**config.mk**
```make
export PLATFORM = sky130hd
export DESIGN_NAME = sector_erase_host
export DESIGN_NICKNAME = d
export VERILOG_FILES = /design/src/flash_host_pkg.sv /design/src/sector_erase_host.sv /design/src/flash_bus_cycle.sv
export VERILOG_INCLUDE_DIRS = /design/src /design/src/src
export SDC_FILE = /design/constraint.sdc
export NUM_CORES = 1
export LEC_CHECK = 0
export ABC_AREA = 1
export BUFFER_PORTS_ARGS = -buffer_cell sky130_fd_sc_hd__buf_2
export CAP_MARGIN = 20
export CELL_PAD_IN_SITES_DETAIL_PLACEMENT = 2
export CELL_PAD_IN_SITES_GLOBAL_PLACEMENT = 2
export CORE_ASPECT_RATIO = 2
export CORE_MARGIN = 5
export CORE_UTILIZATION = 37
export CTS_BUF_LIST = sky130_fd_sc_hd__clkbuf_8
export CTS_CLUSTER_SIZE = 20
export DETAILED_ROUTE_END_ITERATION = 7
export PLACE_DENSITY_LB_ADDON = 0.1
export SYNTH_ARGS = -nofsm -noshare
export SYNTH_HDL_FRONTEND = slang
export SYNTH_SLANG_ARGS = --single-unit
```
**constraint.sdc**
```tcl
create_clock -name clk_in -period 4.9 [get_ports clk_in]
set_input_delay 0.245 -clock clk_in [delete_from_list [all_inputs] [get_ports clk_in]]
set_output_delay 0.245 -clock clk_in [all_outputs]
set_load 0.005 [all_outputs]
```
**src/flash_host_map.svh**
```systemverilog
`ifndef FLASH_HOST_MAP_SVH
`define FLASH_HOST_MAP_SVH

// ----------------------------------------------------------------
// register offsets and fields
// ----------------------------------------------------------------
`define REG_CMD       8'h00
`define REG_SECTOR    8'h04
`define REG_ADDR      8'h08
`define REG_WDATA     8'h0C
`define REG_STATUS    8'h10
`define REG_RDATA     8'h14
`define ST_BUSY       0
`define ST_WINDOW     1
`define ST_ERASING    2
`define ST_SUSPENDED  3
`define ST_REFUSED    4
`define ST_RERUN      5
`define SECTOR_RESET  6'h00
`define ADDR_RESET    21'h00_0000
`define WDATA_RESET   16'h0000

// ----------------------------------------------------------------
// operation codes written to the command register
// ----------------------------------------------------------------
`define OP_ERASE      4'h1
`define OP_ADD        4'h2
`define OP_SUSPEND    4'h3
`define OP_RESUME     4'h4
`define OP_READ       4'h5
`define OP_PROGRAM    4'h6
`define OP_SOFT_RST   4'h7
`define OP_HW_RST     4'h8
`define OP_AUTOSEL    4'h9
`define OP_DONE       4'hA

// ----------------------------------------------------------------
// flash command addresses and codes
// ----------------------------------------------------------------
`define UNLOCK_A1     21'h00_0555
`define UNLOCK_A2     21'h00_02AA
`define UNLOCK_D1     16'h00AA
`define UNLOCK_D2     16'h0055
`define CODE_SETUP    16'h0080
`define CODE_SECTOR   16'h0030
`define CODE_SUSPEND  16'h00B0
`define CODE_RESUME   16'h0030
`define CODE_PROGRAM  16'h00A0
`define CODE_RESET    16'h00F0
`define CODE_AUTOSEL  16'h0090
`define SECTOR_LSB    15

// ----------------------------------------------------------------
// timing
// ----------------------------------------------------------------
`define CLK_MHZ       200
`define CLK_NS        5
`define WINDOW_US     50
`define ADD_LIMIT_US  40
`define SUSPEND_US    20
`define RST_LOW_NS    500
`define RST_REC_NS    50
`define T_SETUP_NS    10
`define T_PULSE_NS    40
`define T_HOLD_NS     20

`endif

```
**src/flash_host_pkg.sv**
```systemverilog
package flash_host_pkg;
  typedef enum logic [1:0] {CYC_IDLE, CYC_SETUP, CYC_PULSE, CYC_HOLD} cyc_state_t;
  typedef enum logic [2:0] {
    SEQ_IDLE, SEQ_ISSUE, SEQ_SUSP_WAIT, SEQ_RST_LOW, SEQ_RST_REC
  } seq_state_t;
  typedef logic [3:0] op_t;
endpackage : flash_host_pkg

```
**src/sector_erase_host.sv**
```systemverilog
// Chosen here: the register offsets and register access over APB.
`timescale 1ns/10ps
`include "flash_host_map.svh"

// Functional notes
// - sector erase is six writes: unlock, setup, unlock, sector address with 30
// - unlock writes AA to 555, then 55 to 2AA; setup writes 80 to 555
// - host spaces extra sector writes under 40 us apart
// - hardware reset aborts erase; host sets the rerun flag and software reruns the sequence
// - resume is 30 to the suspended sector; repeats are refused and set the refused flag
module sector_erase_host
  import flash_host_pkg::*;
#(
  parameter int WINDOW_CYCLES    = `WINDOW_US * `CLK_MHZ,
  parameter int ADD_LIMIT_CYCLES = `ADD_LIMIT_US * `CLK_MHZ,
  parameter int SUSPEND_CYCLES   = `SUSPEND_US * `CLK_MHZ,
  parameter int RST_LOW_CYCLES   = (`RST_LOW_NS + `CLK_NS - 1) / `CLK_NS,
  parameter int RST_REC_CYCLES   = (`RST_REC_NS + `CLK_NS - 1) / `CLK_NS
) (
  input  wire logic        clk_in,
  input  wire logic        rst_b_in,
  input  wire logic        psel_in,
  input  wire logic        penable_in,
  input  wire logic        pwrite_in,
  input  wire logic [7:0]  paddr_in,
  input  wire logic [31:0] pwdata_in,
  output logic [31:0]      prdata_out,
  output logic             pready_out,
  output logic             pslverr_out,
  output logic [20:0]      flash_addr_out,
  output logic [15:0]      flash_dq_out,
  input  wire logic [15:0] flash_dq_in,
  output logic             flash_dq_oe_b_out,
  output logic             flash_ce_b_out,
  output logic             flash_we_b_out,
  output logic             flash_oe_b_out,
  output logic             flash_reset_b_out
);

  if (ADD_LIMIT_CYCLES < 1 || ADD_LIMIT_CYCLES >= WINDOW_CYCLES || WINDOW_CYCLES > 65535 ||
      SUSPEND_CYCLES < 1 || SUSPEND_CYCLES > 65535 || RST_LOW_CYCLES < 1 ||
      RST_LOW_CYCLES > 65535 || RST_REC_CYCLES < 1 || RST_REC_CYCLES > 65535) begin : g_chk
    $error("sector_erase_host: timing parameters out of range");
  end

  // ----------------------------------------------------------------
  // declarations
  // ----------------------------------------------------------------
  seq_state_t  state;
  op_t         op;
  logic [2:0]  step;
  logic [15:0] tcnt;
  logic [15:0] win_cnt;
  logic [5:0]  sector;
  logic [5:0]  susp_sector;
  logic [20:0] rd_addr;
  logic [15:0] wdata;
  logic        window_open;
  logic        erasing;
  logic        suspended;
  logic        refused;
  logic        rerun;
  logic        cyc_req;
  logic        cyc_done;
  logic [15:0] cyc_rdata;
  logic [36:0] word;
  logic        last_step;
  logic        seq_done;
  logic        apb_wr;
  logic        apb_rd;
  logic        cmd_wr;
  logic        accept;
  logic        mapped;

  // ----------------------------------------------------------------
  // command tables
  // ----------------------------------------------------------------
  // address and data of one step of a sequence
  function automatic logic [36:0] step_word(input op_t o, input logic [2:0] i,
                                            input logic [5:0] sec, input logic [20:0] a,
                                            input logic [15:0] d);
    logic [20:0] sec_base;
    sec_base = {sec, 15'h0000};
    step_word = {a, 16'h0000};
    unique case (o)
      `OP_ERASE: unique case (i)
        3'd0, 3'd3: step_word = {`UNLOCK_A1, `UNLOCK_D1};
        3'd1, 3'd4: step_word = {`UNLOCK_A2, `UNLOCK_D2};
        3'd2:       step_word = {`UNLOCK_A1, `CODE_SETUP};
        default:    step_word = {sec_base, `CODE_SECTOR};
      endcase
      `OP_ADD:      step_word = {sec_base, `CODE_SECTOR};
      `OP_SUSPEND:  step_word = {sec_base, `CODE_SUSPEND};
      `OP_RESUME:   step_word = {{susp_sector, 15'h0000}, `CODE_RESUME};
      `OP_SOFT_RST: step_word = {a, `CODE_RESET};
      `OP_PROGRAM, `OP_AUTOSEL: unique case (i)
        3'd0:    step_word = {`UNLOCK_A1, `UNLOCK_D1};
        3'd1:    step_word = {`UNLOCK_A2, `UNLOCK_D2};
        3'd2:    step_word = {`UNLOCK_A1, (o == `OP_PROGRAM) ? `CODE_PROGRAM : `CODE_AUTOSEL};
        default: step_word = {a, d};
      endcase
      default: step_word = {a, 16'h0000};
    endcase
  endfunction : step_word

  // number of bus cycles of each operation
  function automatic logic [2:0] seq_len(input op_t o);
    unique case (o)
      `OP_ERASE:   seq_len = 3'd6;
      `OP_PROGRAM: seq_len = 3'd4;
      `OP_AUTOSEL: seq_len = 3'd3;
      default:     seq_len = 3'd1;
    endcase
  endfunction : seq_len

  // whether an operation may start in the present erase state
  function automatic logic op_allowed(input op_t o, input logic er, input logic win,
                                      input logic sus, input logic [15:0] wtime);
    unique case (o)
      `OP_ERASE:   op_allowed = !er;
      `OP_ADD:     op_allowed = win && wtime < 16'(ADD_LIMIT_CYCLES);
      `OP_SUSPEND: op_allowed = er && !sus;
      `OP_RESUME:  op_allowed = sus;
      `OP_READ, `OP_HW_RST: op_allowed = 1'b1;
      `OP_PROGRAM, `OP_AUTOSEL, `OP_SOFT_RST:
                   op_allowed = !er || win || sus;
      `OP_DONE:    op_allowed = er && !win && !sus;
      default:     op_allowed = 1'b0;
    endcase
  endfunction : op_allowed

  // ----------------------------------------------------------------
  // apb slave
  // ----------------------------------------------------------------
  assign pready_out = 1'b1;
  assign apb_wr     = psel_in && penable_in && pwrite_in;
  assign apb_rd     = psel_in && penable_in && !pwrite_in;
  assign mapped     = paddr_in == `REG_CMD || paddr_in == `REG_SECTOR ||
                      paddr_in == `REG_ADDR || paddr_in == `REG_WDATA ||
                      paddr_in == `REG_STATUS || paddr_in == `REG_RDATA;
  assign pslverr_out = psel_in && penable_in && !mapped;
  assign cmd_wr     = apb_wr && paddr_in == `REG_CMD;
  assign accept     = cmd_wr && state == SEQ_IDLE &&
                      op_allowed(op_t'(pwdata_in[3:0]), erasing, window_open, suspended, win_cnt);

  // software parameter registers
  always_ff @(posedge clk_in or negedge rst_b_in) begin
    if (!rst_b_in) begin
      sector  <= `SECTOR_RESET;
      rd_addr <= `ADDR_RESET;
      wdata   <= `WDATA_RESET;
    end else if (apb_wr) begin
      if (paddr_in == `REG_SECTOR) sector  <= pwdata_in[5:0];
      if (paddr_in == `REG_ADDR)   rd_addr <= pwdata_in[20:0];
      if (paddr_in == `REG_WDATA)  wdata   <= pwdata_in[15:0];
    end
  end

  // read mux, registered so data stands for the access phase
  always_ff @(posedge clk_in or negedge rst_b_in) begin
    if (!rst_b_in) prdata_out <= 32'h0000_0000;
    else if (psel_in && !penable_in && !pwrite_in) begin
      unique case (paddr_in)
        `REG_CMD:    prdata_out <= {28'h000_0000, op};
        `REG_SECTOR: prdata_out <= {26'h000_0000, sector};
        `REG_ADDR:   prdata_out <= {11'h000, rd_addr};
        `REG_WDATA:  prdata_out <= {16'h0000, wdata};
        `REG_STATUS: prdata_out <= {26'h000_0000, rerun, refused, suspended, erasing,
                                    window_open, state != SEQ_IDLE};
        `REG_RDATA:  prdata_out <= {16'h0000, cyc_rdata};
        default:     prdata_out <= 32'h0000_0000;
      endcase
    end
  end

  // sticky flags: hardware set wins over write-one clear
  always_ff @(posedge clk_in or negedge rst_b_in) begin
    if (!rst_b_in) begin
      refused <= 1'b0;
      rerun   <= 1'b0;
    end else begin
      if (cmd_wr && !accept) refused <= 1'b1;
      else if (apb_wr && paddr_in == `REG_STATUS && pwdata_in[`ST_REFUSED]) refused <= 1'b0;
      if (state == SEQ_RST_LOW && erasing) rerun <= 1'b1;
      else if (accept && pwdata_in[3:0] == `OP_ERASE) rerun <= 1'b0;
      else if (apb_wr && paddr_in == `REG_STATUS && pwdata_in[`ST_RERUN]) rerun <= 1'b0;
    end
  end

  // ----------------------------------------------------------------
  // sequencer
  // ----------------------------------------------------------------
  assign word      = step_word(op, step, sector, rd_addr, wdata);
  assign last_step = step == seq_len(op) - 3'd1;
  assign seq_done  = state == SEQ_ISSUE && cyc_done && last_step;
  assign cyc_req   = state == SEQ_ISSUE && !cyc_done;

  always_ff @(posedge clk_in or negedge rst_b_in) begin
    if (!rst_b_in) begin
      state <= SEQ_IDLE;
      op    <= 4'h0;
      step  <= 3'd0;
      tcnt  <= 16'h0000;
    end else begin
      unique case (state)
        SEQ_IDLE: if (accept) begin
          op   <= op_t'(pwdata_in[3:0]);
          step <= 3'd0;
          if (pwdata_in[3:0] == `OP_HW_RST) begin
            state <= SEQ_RST_LOW;
            tcnt  <= 16'(RST_LOW_CYCLES - 1);
          end else if (pwdata_in[3:0] != `OP_DONE) state <= SEQ_ISSUE;
        end
        SEQ_ISSUE: if (cyc_done) begin
          if (!last_step) step <= step + 3'd1;
          else if (op == `OP_SUSPEND && !window_open) begin
            state <= SEQ_SUSP_WAIT;
            tcnt  <= 16'(SUSPEND_CYCLES - 1);
          end else state <= SEQ_IDLE;
        end
        SEQ_SUSP_WAIT: if (tcnt == 16'h0000) state <= SEQ_IDLE;
          else tcnt <= tcnt - 16'h0001;
        SEQ_RST_LOW: if (tcnt == 16'h0000) begin
          state <= SEQ_RST_REC;
          tcnt  <= 16'(RST_REC_CYCLES - 1);
        end else tcnt <= tcnt - 16'h0001;
        SEQ_RST_REC: if (tcnt == 16'h0000) state <= SEQ_IDLE;
          else tcnt <= tcnt - 16'h0001;
      endcase
    end
  end

  // device reset pin
  always_ff @(posedge clk_in or negedge rst_b_in) begin
    if (!rst_b_in) flash_reset_b_out <= 1'b1;
    else flash_reset_b_out <= !(state == SEQ_IDLE ? (accept && pwdata_in[3:0] == `OP_HW_RST)
                                                  : state == SEQ_RST_LOW && tcnt != 16'h0000);
  end

  // ----------------------------------------------------------------
  // erase state tracking
  // ----------------------------------------------------------------
  always_ff @(posedge clk_in or negedge rst_b_in) begin
    if (!rst_b_in) begin
      erasing     <= 1'b0;
      window_open <= 1'b0;
      suspended   <= 1'b0;
      susp_sector <= 6'h00;
    end else if (state == SEQ_RST_LOW) begin
      erasing     <= 1'b0;
      window_open <= 1'b0;
      suspended   <= 1'b0;
    end else if (accept && pwdata_in[3:0] == `OP_DONE) begin
      erasing     <= 1'b0;
    end else if (seq_done) begin
      unique case (op)
        `OP_ERASE: begin
          erasing     <= 1'b1;
          window_open <= 1'b1;
          susp_sector <= sector;
        end
        `OP_SUSPEND: if (window_open) begin
          window_open <= 1'b0;
          suspended   <= 1'b1;
        end
        `OP_RESUME: suspended <= 1'b0;
        `OP_PROGRAM, `OP_AUTOSEL, `OP_SOFT_RST: if (window_open) begin
          window_open <= 1'b0;
          erasing     <= 1'b0;
        end else if (op == `OP_SOFT_RST && !suspended) erasing <= 1'b0;
        default: ;
      endcase
    end else if (state == SEQ_SUSP_WAIT && tcnt == 16'h0000) begin
      suspended <= 1'b1;
    end else if (window_open && win_cnt == 16'(WINDOW_CYCLES - 1)) begin
      window_open <= 1'b0;
    end
  end

  // window timer restarts after each sector write strobe rises
  always_ff @(posedge clk_in or negedge rst_b_in) begin
    if (!rst_b_in) win_cnt <= 16'h0000;
    else if (seq_done && (op == `OP_ERASE || op == `OP_ADD)) win_cnt <= 16'h0000;
    else if (window_open && win_cnt != 16'hFFFF) win_cnt <= win_cnt + 16'h0001;
  end

  // ----------------------------------------------------------------
  // bus cycle engine
  // ----------------------------------------------------------------
  flash_bus_cycle u_cycle (
    .clk_in            (clk_in),
    .rst_b_in          (rst_b_in),
    .req_in            (cyc_req),
    .wr_in             (op != `OP_READ),
    .addr_in           (word[36:16]),
    .wdata_in          (word[15:0]),
    .done_out          (cyc_done),
    .rdata_out         (cyc_rdata),
    .flash_addr_out    (flash_addr_out),
    .flash_dq_out      (flash_dq_out),
    .flash_dq_in       (flash_dq_in),
    .flash_dq_oe_b_out (flash_dq_oe_b_out),
    .flash_ce_b_out    (flash_ce_b_out),
    .flash_we_b_out    (flash_we_b_out),
    .flash_oe_b_out    (flash_oe_b_out)
  );

endmodule : sector_erase_host

```
**src/flash_bus_cycle.sv**
```systemverilog
`timescale 1ns/10ps
`include "flash_host_map.svh"

module flash_bus_cycle
  import flash_host_pkg::*;
#(
  parameter int SETUP_CYCLES = (`T_SETUP_NS + `CLK_NS - 1) / `CLK_NS,
  parameter int PULSE_CYCLES = (`T_PULSE_NS + `CLK_NS - 1) / `CLK_NS,
  parameter int HOLD_CYCLES  = (`T_HOLD_NS + `CLK_NS - 1) / `CLK_NS
) (
  input  wire logic        clk_in,
  input  wire logic        rst_b_in,
  input  wire logic        req_in,
  input  wire logic        wr_in,
  input  wire logic [20:0] addr_in,
  input  wire logic [15:0] wdata_in,
  output logic             done_out,
  output logic [15:0]      rdata_out,
  output logic [20:0]      flash_addr_out,
  output logic [15:0]      flash_dq_out,
  input  wire logic [15:0] flash_dq_in,
  output logic             flash_dq_oe_b_out,
  output logic             flash_ce_b_out,
  output logic             flash_we_b_out,
  output logic             flash_oe_b_out
);

  cyc_state_t state;
  logic [7:0] cnt;
  logic       is_wr;

  if (SETUP_CYCLES < 1 || PULSE_CYCLES < 1 || HOLD_CYCLES < 1 ||
      SETUP_CYCLES > 255 || PULSE_CYCLES > 255 || HOLD_CYCLES > 255) begin : g_chk
    $error("flash_bus_cycle: phase lengths must be 1..255");
  end

  // ----------------------------------------------------------------
  // one strobed cycle: setup, strobe low, hold
  // ----------------------------------------------------------------
  always_ff @(posedge clk_in or negedge rst_b_in) begin
    if (!rst_b_in) begin
      state    <= CYC_IDLE;
      cnt      <= 8'h00;
      is_wr    <= 1'b0;
      done_out <= 1'b0;
    end else begin
      done_out <= 1'b0;
      unique case (state)
        CYC_IDLE: if (req_in) begin
          state <= CYC_SETUP;
          is_wr <= wr_in;
          cnt   <= 8'(SETUP_CYCLES - 1);
        end
        CYC_SETUP: if (cnt == 8'h00) begin
          state <= CYC_PULSE;
          cnt   <= 8'(PULSE_CYCLES - 1);
        end else cnt <= cnt - 8'h01;
        CYC_PULSE: if (cnt == 8'h00) begin
          state <= CYC_HOLD;
          cnt   <= 8'(HOLD_CYCLES - 1);
        end else cnt <= cnt - 8'h01;
        CYC_HOLD: if (cnt == 8'h00) begin
          state    <= CYC_IDLE;
          done_out <= 1'b1;           // strobe already high: device timers run
        end else cnt <= cnt - 8'h01;
      endcase
    end
  end

  // address and data registered at request, held over the cycle
  always_ff @(posedge clk_in or negedge rst_b_in) begin
    if (!rst_b_in) begin
      flash_addr_out <= 21'h00_0000;
      flash_dq_out   <= 16'h0000;
    end else if (state == CYC_IDLE && req_in) begin
      flash_addr_out <= addr_in;
      flash_dq_out   <= wdata_in;
    end
  end

  // read data captured at the last cycle of the output strobe
  always_ff @(posedge clk_in or negedge rst_b_in) begin
    if (!rst_b_in) rdata_out <= 16'h0000;
    else if (state == CYC_PULSE && cnt == 8'h00 && !is_wr) rdata_out <= flash_dq_in;
  end

  // strobes
  always_ff @(posedge clk_in or negedge rst_b_in) begin
    if (!rst_b_in) begin
      flash_ce_b_out    <= 1'b1;
      flash_we_b_out    <= 1'b1;
      flash_oe_b_out    <= 1'b1;
      flash_dq_oe_b_out <= 1'b1;
    end else begin
      flash_ce_b_out    <= !(state == CYC_IDLE ? req_in : !(state == CYC_HOLD && cnt == 8'h00));
      flash_we_b_out    <= !(is_wr && ((state == CYC_SETUP && cnt == 8'h00) ||
                                       (state == CYC_PULSE && cnt != 8'h00)));
      flash_oe_b_out    <= !(!is_wr && ((state == CYC_SETUP && cnt == 8'h00) ||
                                        (state == CYC_PULSE && cnt != 8'h00)));
      flash_dq_oe_b_out <= !(state == CYC_IDLE ? (req_in && wr_in) :
                             (is_wr && !(state == CYC_HOLD && cnt == 8'h00)));
    end
  end

endmodule : flash_bus_cycle

```
==> run_results.csv <==
group,metric,value,unit
min_path,hp-class,"input port to flop",
yosys,yosys.area_share.simple,0.242,
clock_network,cts.clk_slew.worst_paths,0.10,ns
placed_design,port_buffers,113,
critical_path,arrival,3.79,ns
detailed_routing,wl,34400,um
yosys,netlist_area,0.00978,sq mm
yosys,muxShareOfSynthArea,0.00691,
yosys,synth-xor-area-share,0.0197,
detailed_routing,first_pass_iters,4,
sta,setup_viol,0,
pwr,peakVddDrop,188,uV
clock_network,cts_buffer_depth,2,
placed_design,place_congestion,0.839,
layout,fin_nets,1447,
detailed_routing,ant_nets,0,
yosys,syn_avg_cell_area,7.82,sq um
grt,grt_max_degree,109,
sta,period_minus_slack,3.37,ns
critical_path,worst_setup_path_start_kind,"flop",
grt,grt_overflow_total,0,
floorplanning,die_w,125,um
clock_network,clock-sinks,187,
yosys,ys.flop_type,"dfrtp_1",
detailed_routing,avgRoutedWirePerCell,19.9,um
placed_design,hpwl,26000,um
pwr,p_leak,5.61,nW
layout,drive_gt1_frac,0.157,
run,drv_cap,0,
sta,tns,0,ns
clock_network,insertion_delay,0.50,ns
detailed_routing,via_per_inst,5.23,
yosys,synth_largest_area_cell,"dfrtp_1",
yosys,synth.distinct_cells,45,
critical_path,slowest_delay,0.57,ns
yosys,async_reset_ff_frac,1.00,
detailed_routing,drc,0,
clock_network,cts_buffers,17,
yosys,ys_seq_area_frac,0.479,
grt,grt_pass1_vias,10200,
floorplanning,start_util,0.374,
yosys,syn_inst,1250,
critical_path,critPathSlowestCell,"nor2_2",
sta,rsz0062_at_grt,"false",
critical_path,cp.required,5.32,ns
critical_path,crit_path_max_fanout,14,
clock_network,cts_resized,0,
pwr,power,4.81,mW
detailed_routing,via_count,9061,
sta,max-slew-margin-rel,0.354,
floorplanning,rows,84,
sta,skew,0.0126,ns
yosys,ys_seq_elements,187,
grt,antenna_found_initial,1,
yosys,synth_top_family_by_area,"simple AND/OR/NAND/NOR gates",
yosys,synth_edf_count,0,
critical_path,crit_chain,"nor2_1 > inv_2 > nor2_2 > nand2_1 > nor2_2 > inv_2 > a21oi_4 > nand3_2 > o21ai_0",
min_path,hold-path-cell-count,3,
clock_network,h-tree-depth,4,
floorplanning,die_area,0.0300,sq mm
yosys,synth_top_area_share,0.466,
critical_path,cp-end-kind,"flop",
floorplanning,io_pins,137,
sta,drv_slew,0,
layout,fillCellCount,3062,
layout,area_delta_synth_final,15.4,%
pwr,power_density,426,mW/mm^2
grt,grt_pass1_wl,54400,um
grt,grt_usage,0.232,
floorplanning,core_area,0.0262,sq mm
yosys,synth.cells.most_frequent,"nand2_1, dfrtp_1, inv_1",
sta,hold_violations,0,
detailed_routing,first_iter_violations,274,
clock_network,cts_tree,"yes",
clock_network,root_buffer,"clkbuf_8",
yosys,synthAdderAreaFrac,0.0154,
yosys,yosysWarnings,0,
critical_path,crit_type,"flop to flop",
yosys,synthTopCellsByArea,"dfrtp_1, nand2_1, o21ai_0, inv_1, nand3_1",
critical_path,ff2ff_path_depth,9,
yosys,synth_most_common_cell,"nand2_1",
sta,worst_slew_pin_slew,0.969,ns
floorplanning,chipHeight,240,um
run_status,status,"finished, final reports clean",
sta,post-route-period-util,0.688,
clock_network,cts_setup_buffers,0,
sta,max_clock_freq,297,MHz
yosys,synth_compound_area_frac,0.144,
clock_network,hold_buffers,19,
[power breakdown]
part           switching [mW]  internal, mW  total (mW)
combinational            1.13         0.513        1.64
clock                   0.596         0.629        1.22
sequential              0.157          1.79        1.95
[stage by stage]
| step | std cells | hold slack [ns] | area [sq um] | setup WS (ns) | utilization |
|---|---|---|---|---|---|
| final | 1731 | 0.0243 | 11300 | 1.53 | 0.431 |
| after CTS | 1729 | 0.00171 | 11300 | 1.42 | 0.431 |
| after global placement | 1679 | 0.430 | 10600 | 1.66 | 0.406 |
| after floorplan | 1260 | -0.0506 | 9820 | 3.15 | - |
| after global routing | 1730 | 0.0167 | 11300 | 1.26 | 0.431 |
| after detailed placement | 1679 | 0.444 | 10600 | 1.47 | 0.406 |
[logic make-up after synthesis]
kind of cell             count (synthesis)
flip-flops                             187
adder cells (fa/ha/maj)                 12
XOR/XNOR                                22
buffers and inverters                  216
other                                    2
multiplexers                             6
AO/OA/AOI/OAI                          252
AND/OR/NAND/NOR                        553
[cell usage in the layout, fill, tap and decap left out, drive strengths merged, types with 12 or more instances in the layout]
cell | synthesis | layout
nand2 | 307 | 307
dfrtp | 182 | 182
inv | 171 | 174
o21ai | 149 | 149
buf | 25 | 120
nor2 | 117 | 117
nand3 | 85 | 85
a21oi | 55 | 55
nor3 | 23 | 23
clkbuf | 20 | 20
dlygate4sd3 | 0 | 19
xor2 | 18 | 18
o22ai | 18 | 18
o211ai | 15 | 15
ha | 12 | 12
conb | 2 | 12
[flip-flops by register name, indices dropped and copies added (netlist names), 2 cells and up]
signal and count:
op 4, susp_sector 6, win_cnt 16, u_cycle.state 2, u_cycle.rdata_out 16, step 3, u_cycle.flash_dq_out 16, sector 6
u_cycle.cnt 8, prdata_out 21, tcnt 16, rd_addr 21, state 3, wdata 16, u_cycle.flash_addr_out 21
[cell type report]
type,instances,area (sq um),area share
Clock inverter,12,196,0.0174
Tap cell,344,430,0.0381
Multi-Input combinational cell,857,4240,0.375
Inverter,171,642,0.0569
Sequential cell,187,4690,0.415
Timing Repair Buffer,140,832,0.0737
Clock buffer,19,262,0.0232
Antenna cell,1,2.50,0.000222
[worst paths after layout]
path | startpoint | to | slack, ns
max in group asynchronous | rst_b_in | u_cycle.flash_dq_out[11]$_DFFE_PN0P_ | 3.21
hold reg to reg | u_cycle.is_wr$_DFFE_PN0P_ | u_cycle.flash_we_b_out$_DFF_PN1_ | 0.45
hold / removal | pwdata_in[10] | wdata[10]$_DFFE_PN0P_ | 0.02
setup reg to reg | state[2]$_DFFE_PN0P_ | u_cycle.flash_dq_out[13]$_DFFE_PN0P_ | 1.53
setup / recovery | state[2]$_DFFE_PN0P_ | u_cycle.flash_dq_out[13]$_DFFE_PN0P_ | 1.53
min in group asynchronous | rst_b_in | u_cycle.flash_dq_out[9]$_DFFE_PN0P_ | 0.40
[per-layer routing]
layer,up-vias,GRT usage,share of wire
li1,4266,-,-
met1,4583,0.213,0.34
met2,152,0.488,0.60
met3,60,0.0320,0.023
met4,0,0.0984,0.037
met5,-,0,0
[worst max-delay path: cells and delay by family (launching register included)]
kind            cells  cell delay (ns)
simple gates        5             1.96
compound gates      2             0.68
flops               1             0.44
buf+inv             2             0.20
(Power assumes the default switching activity.)
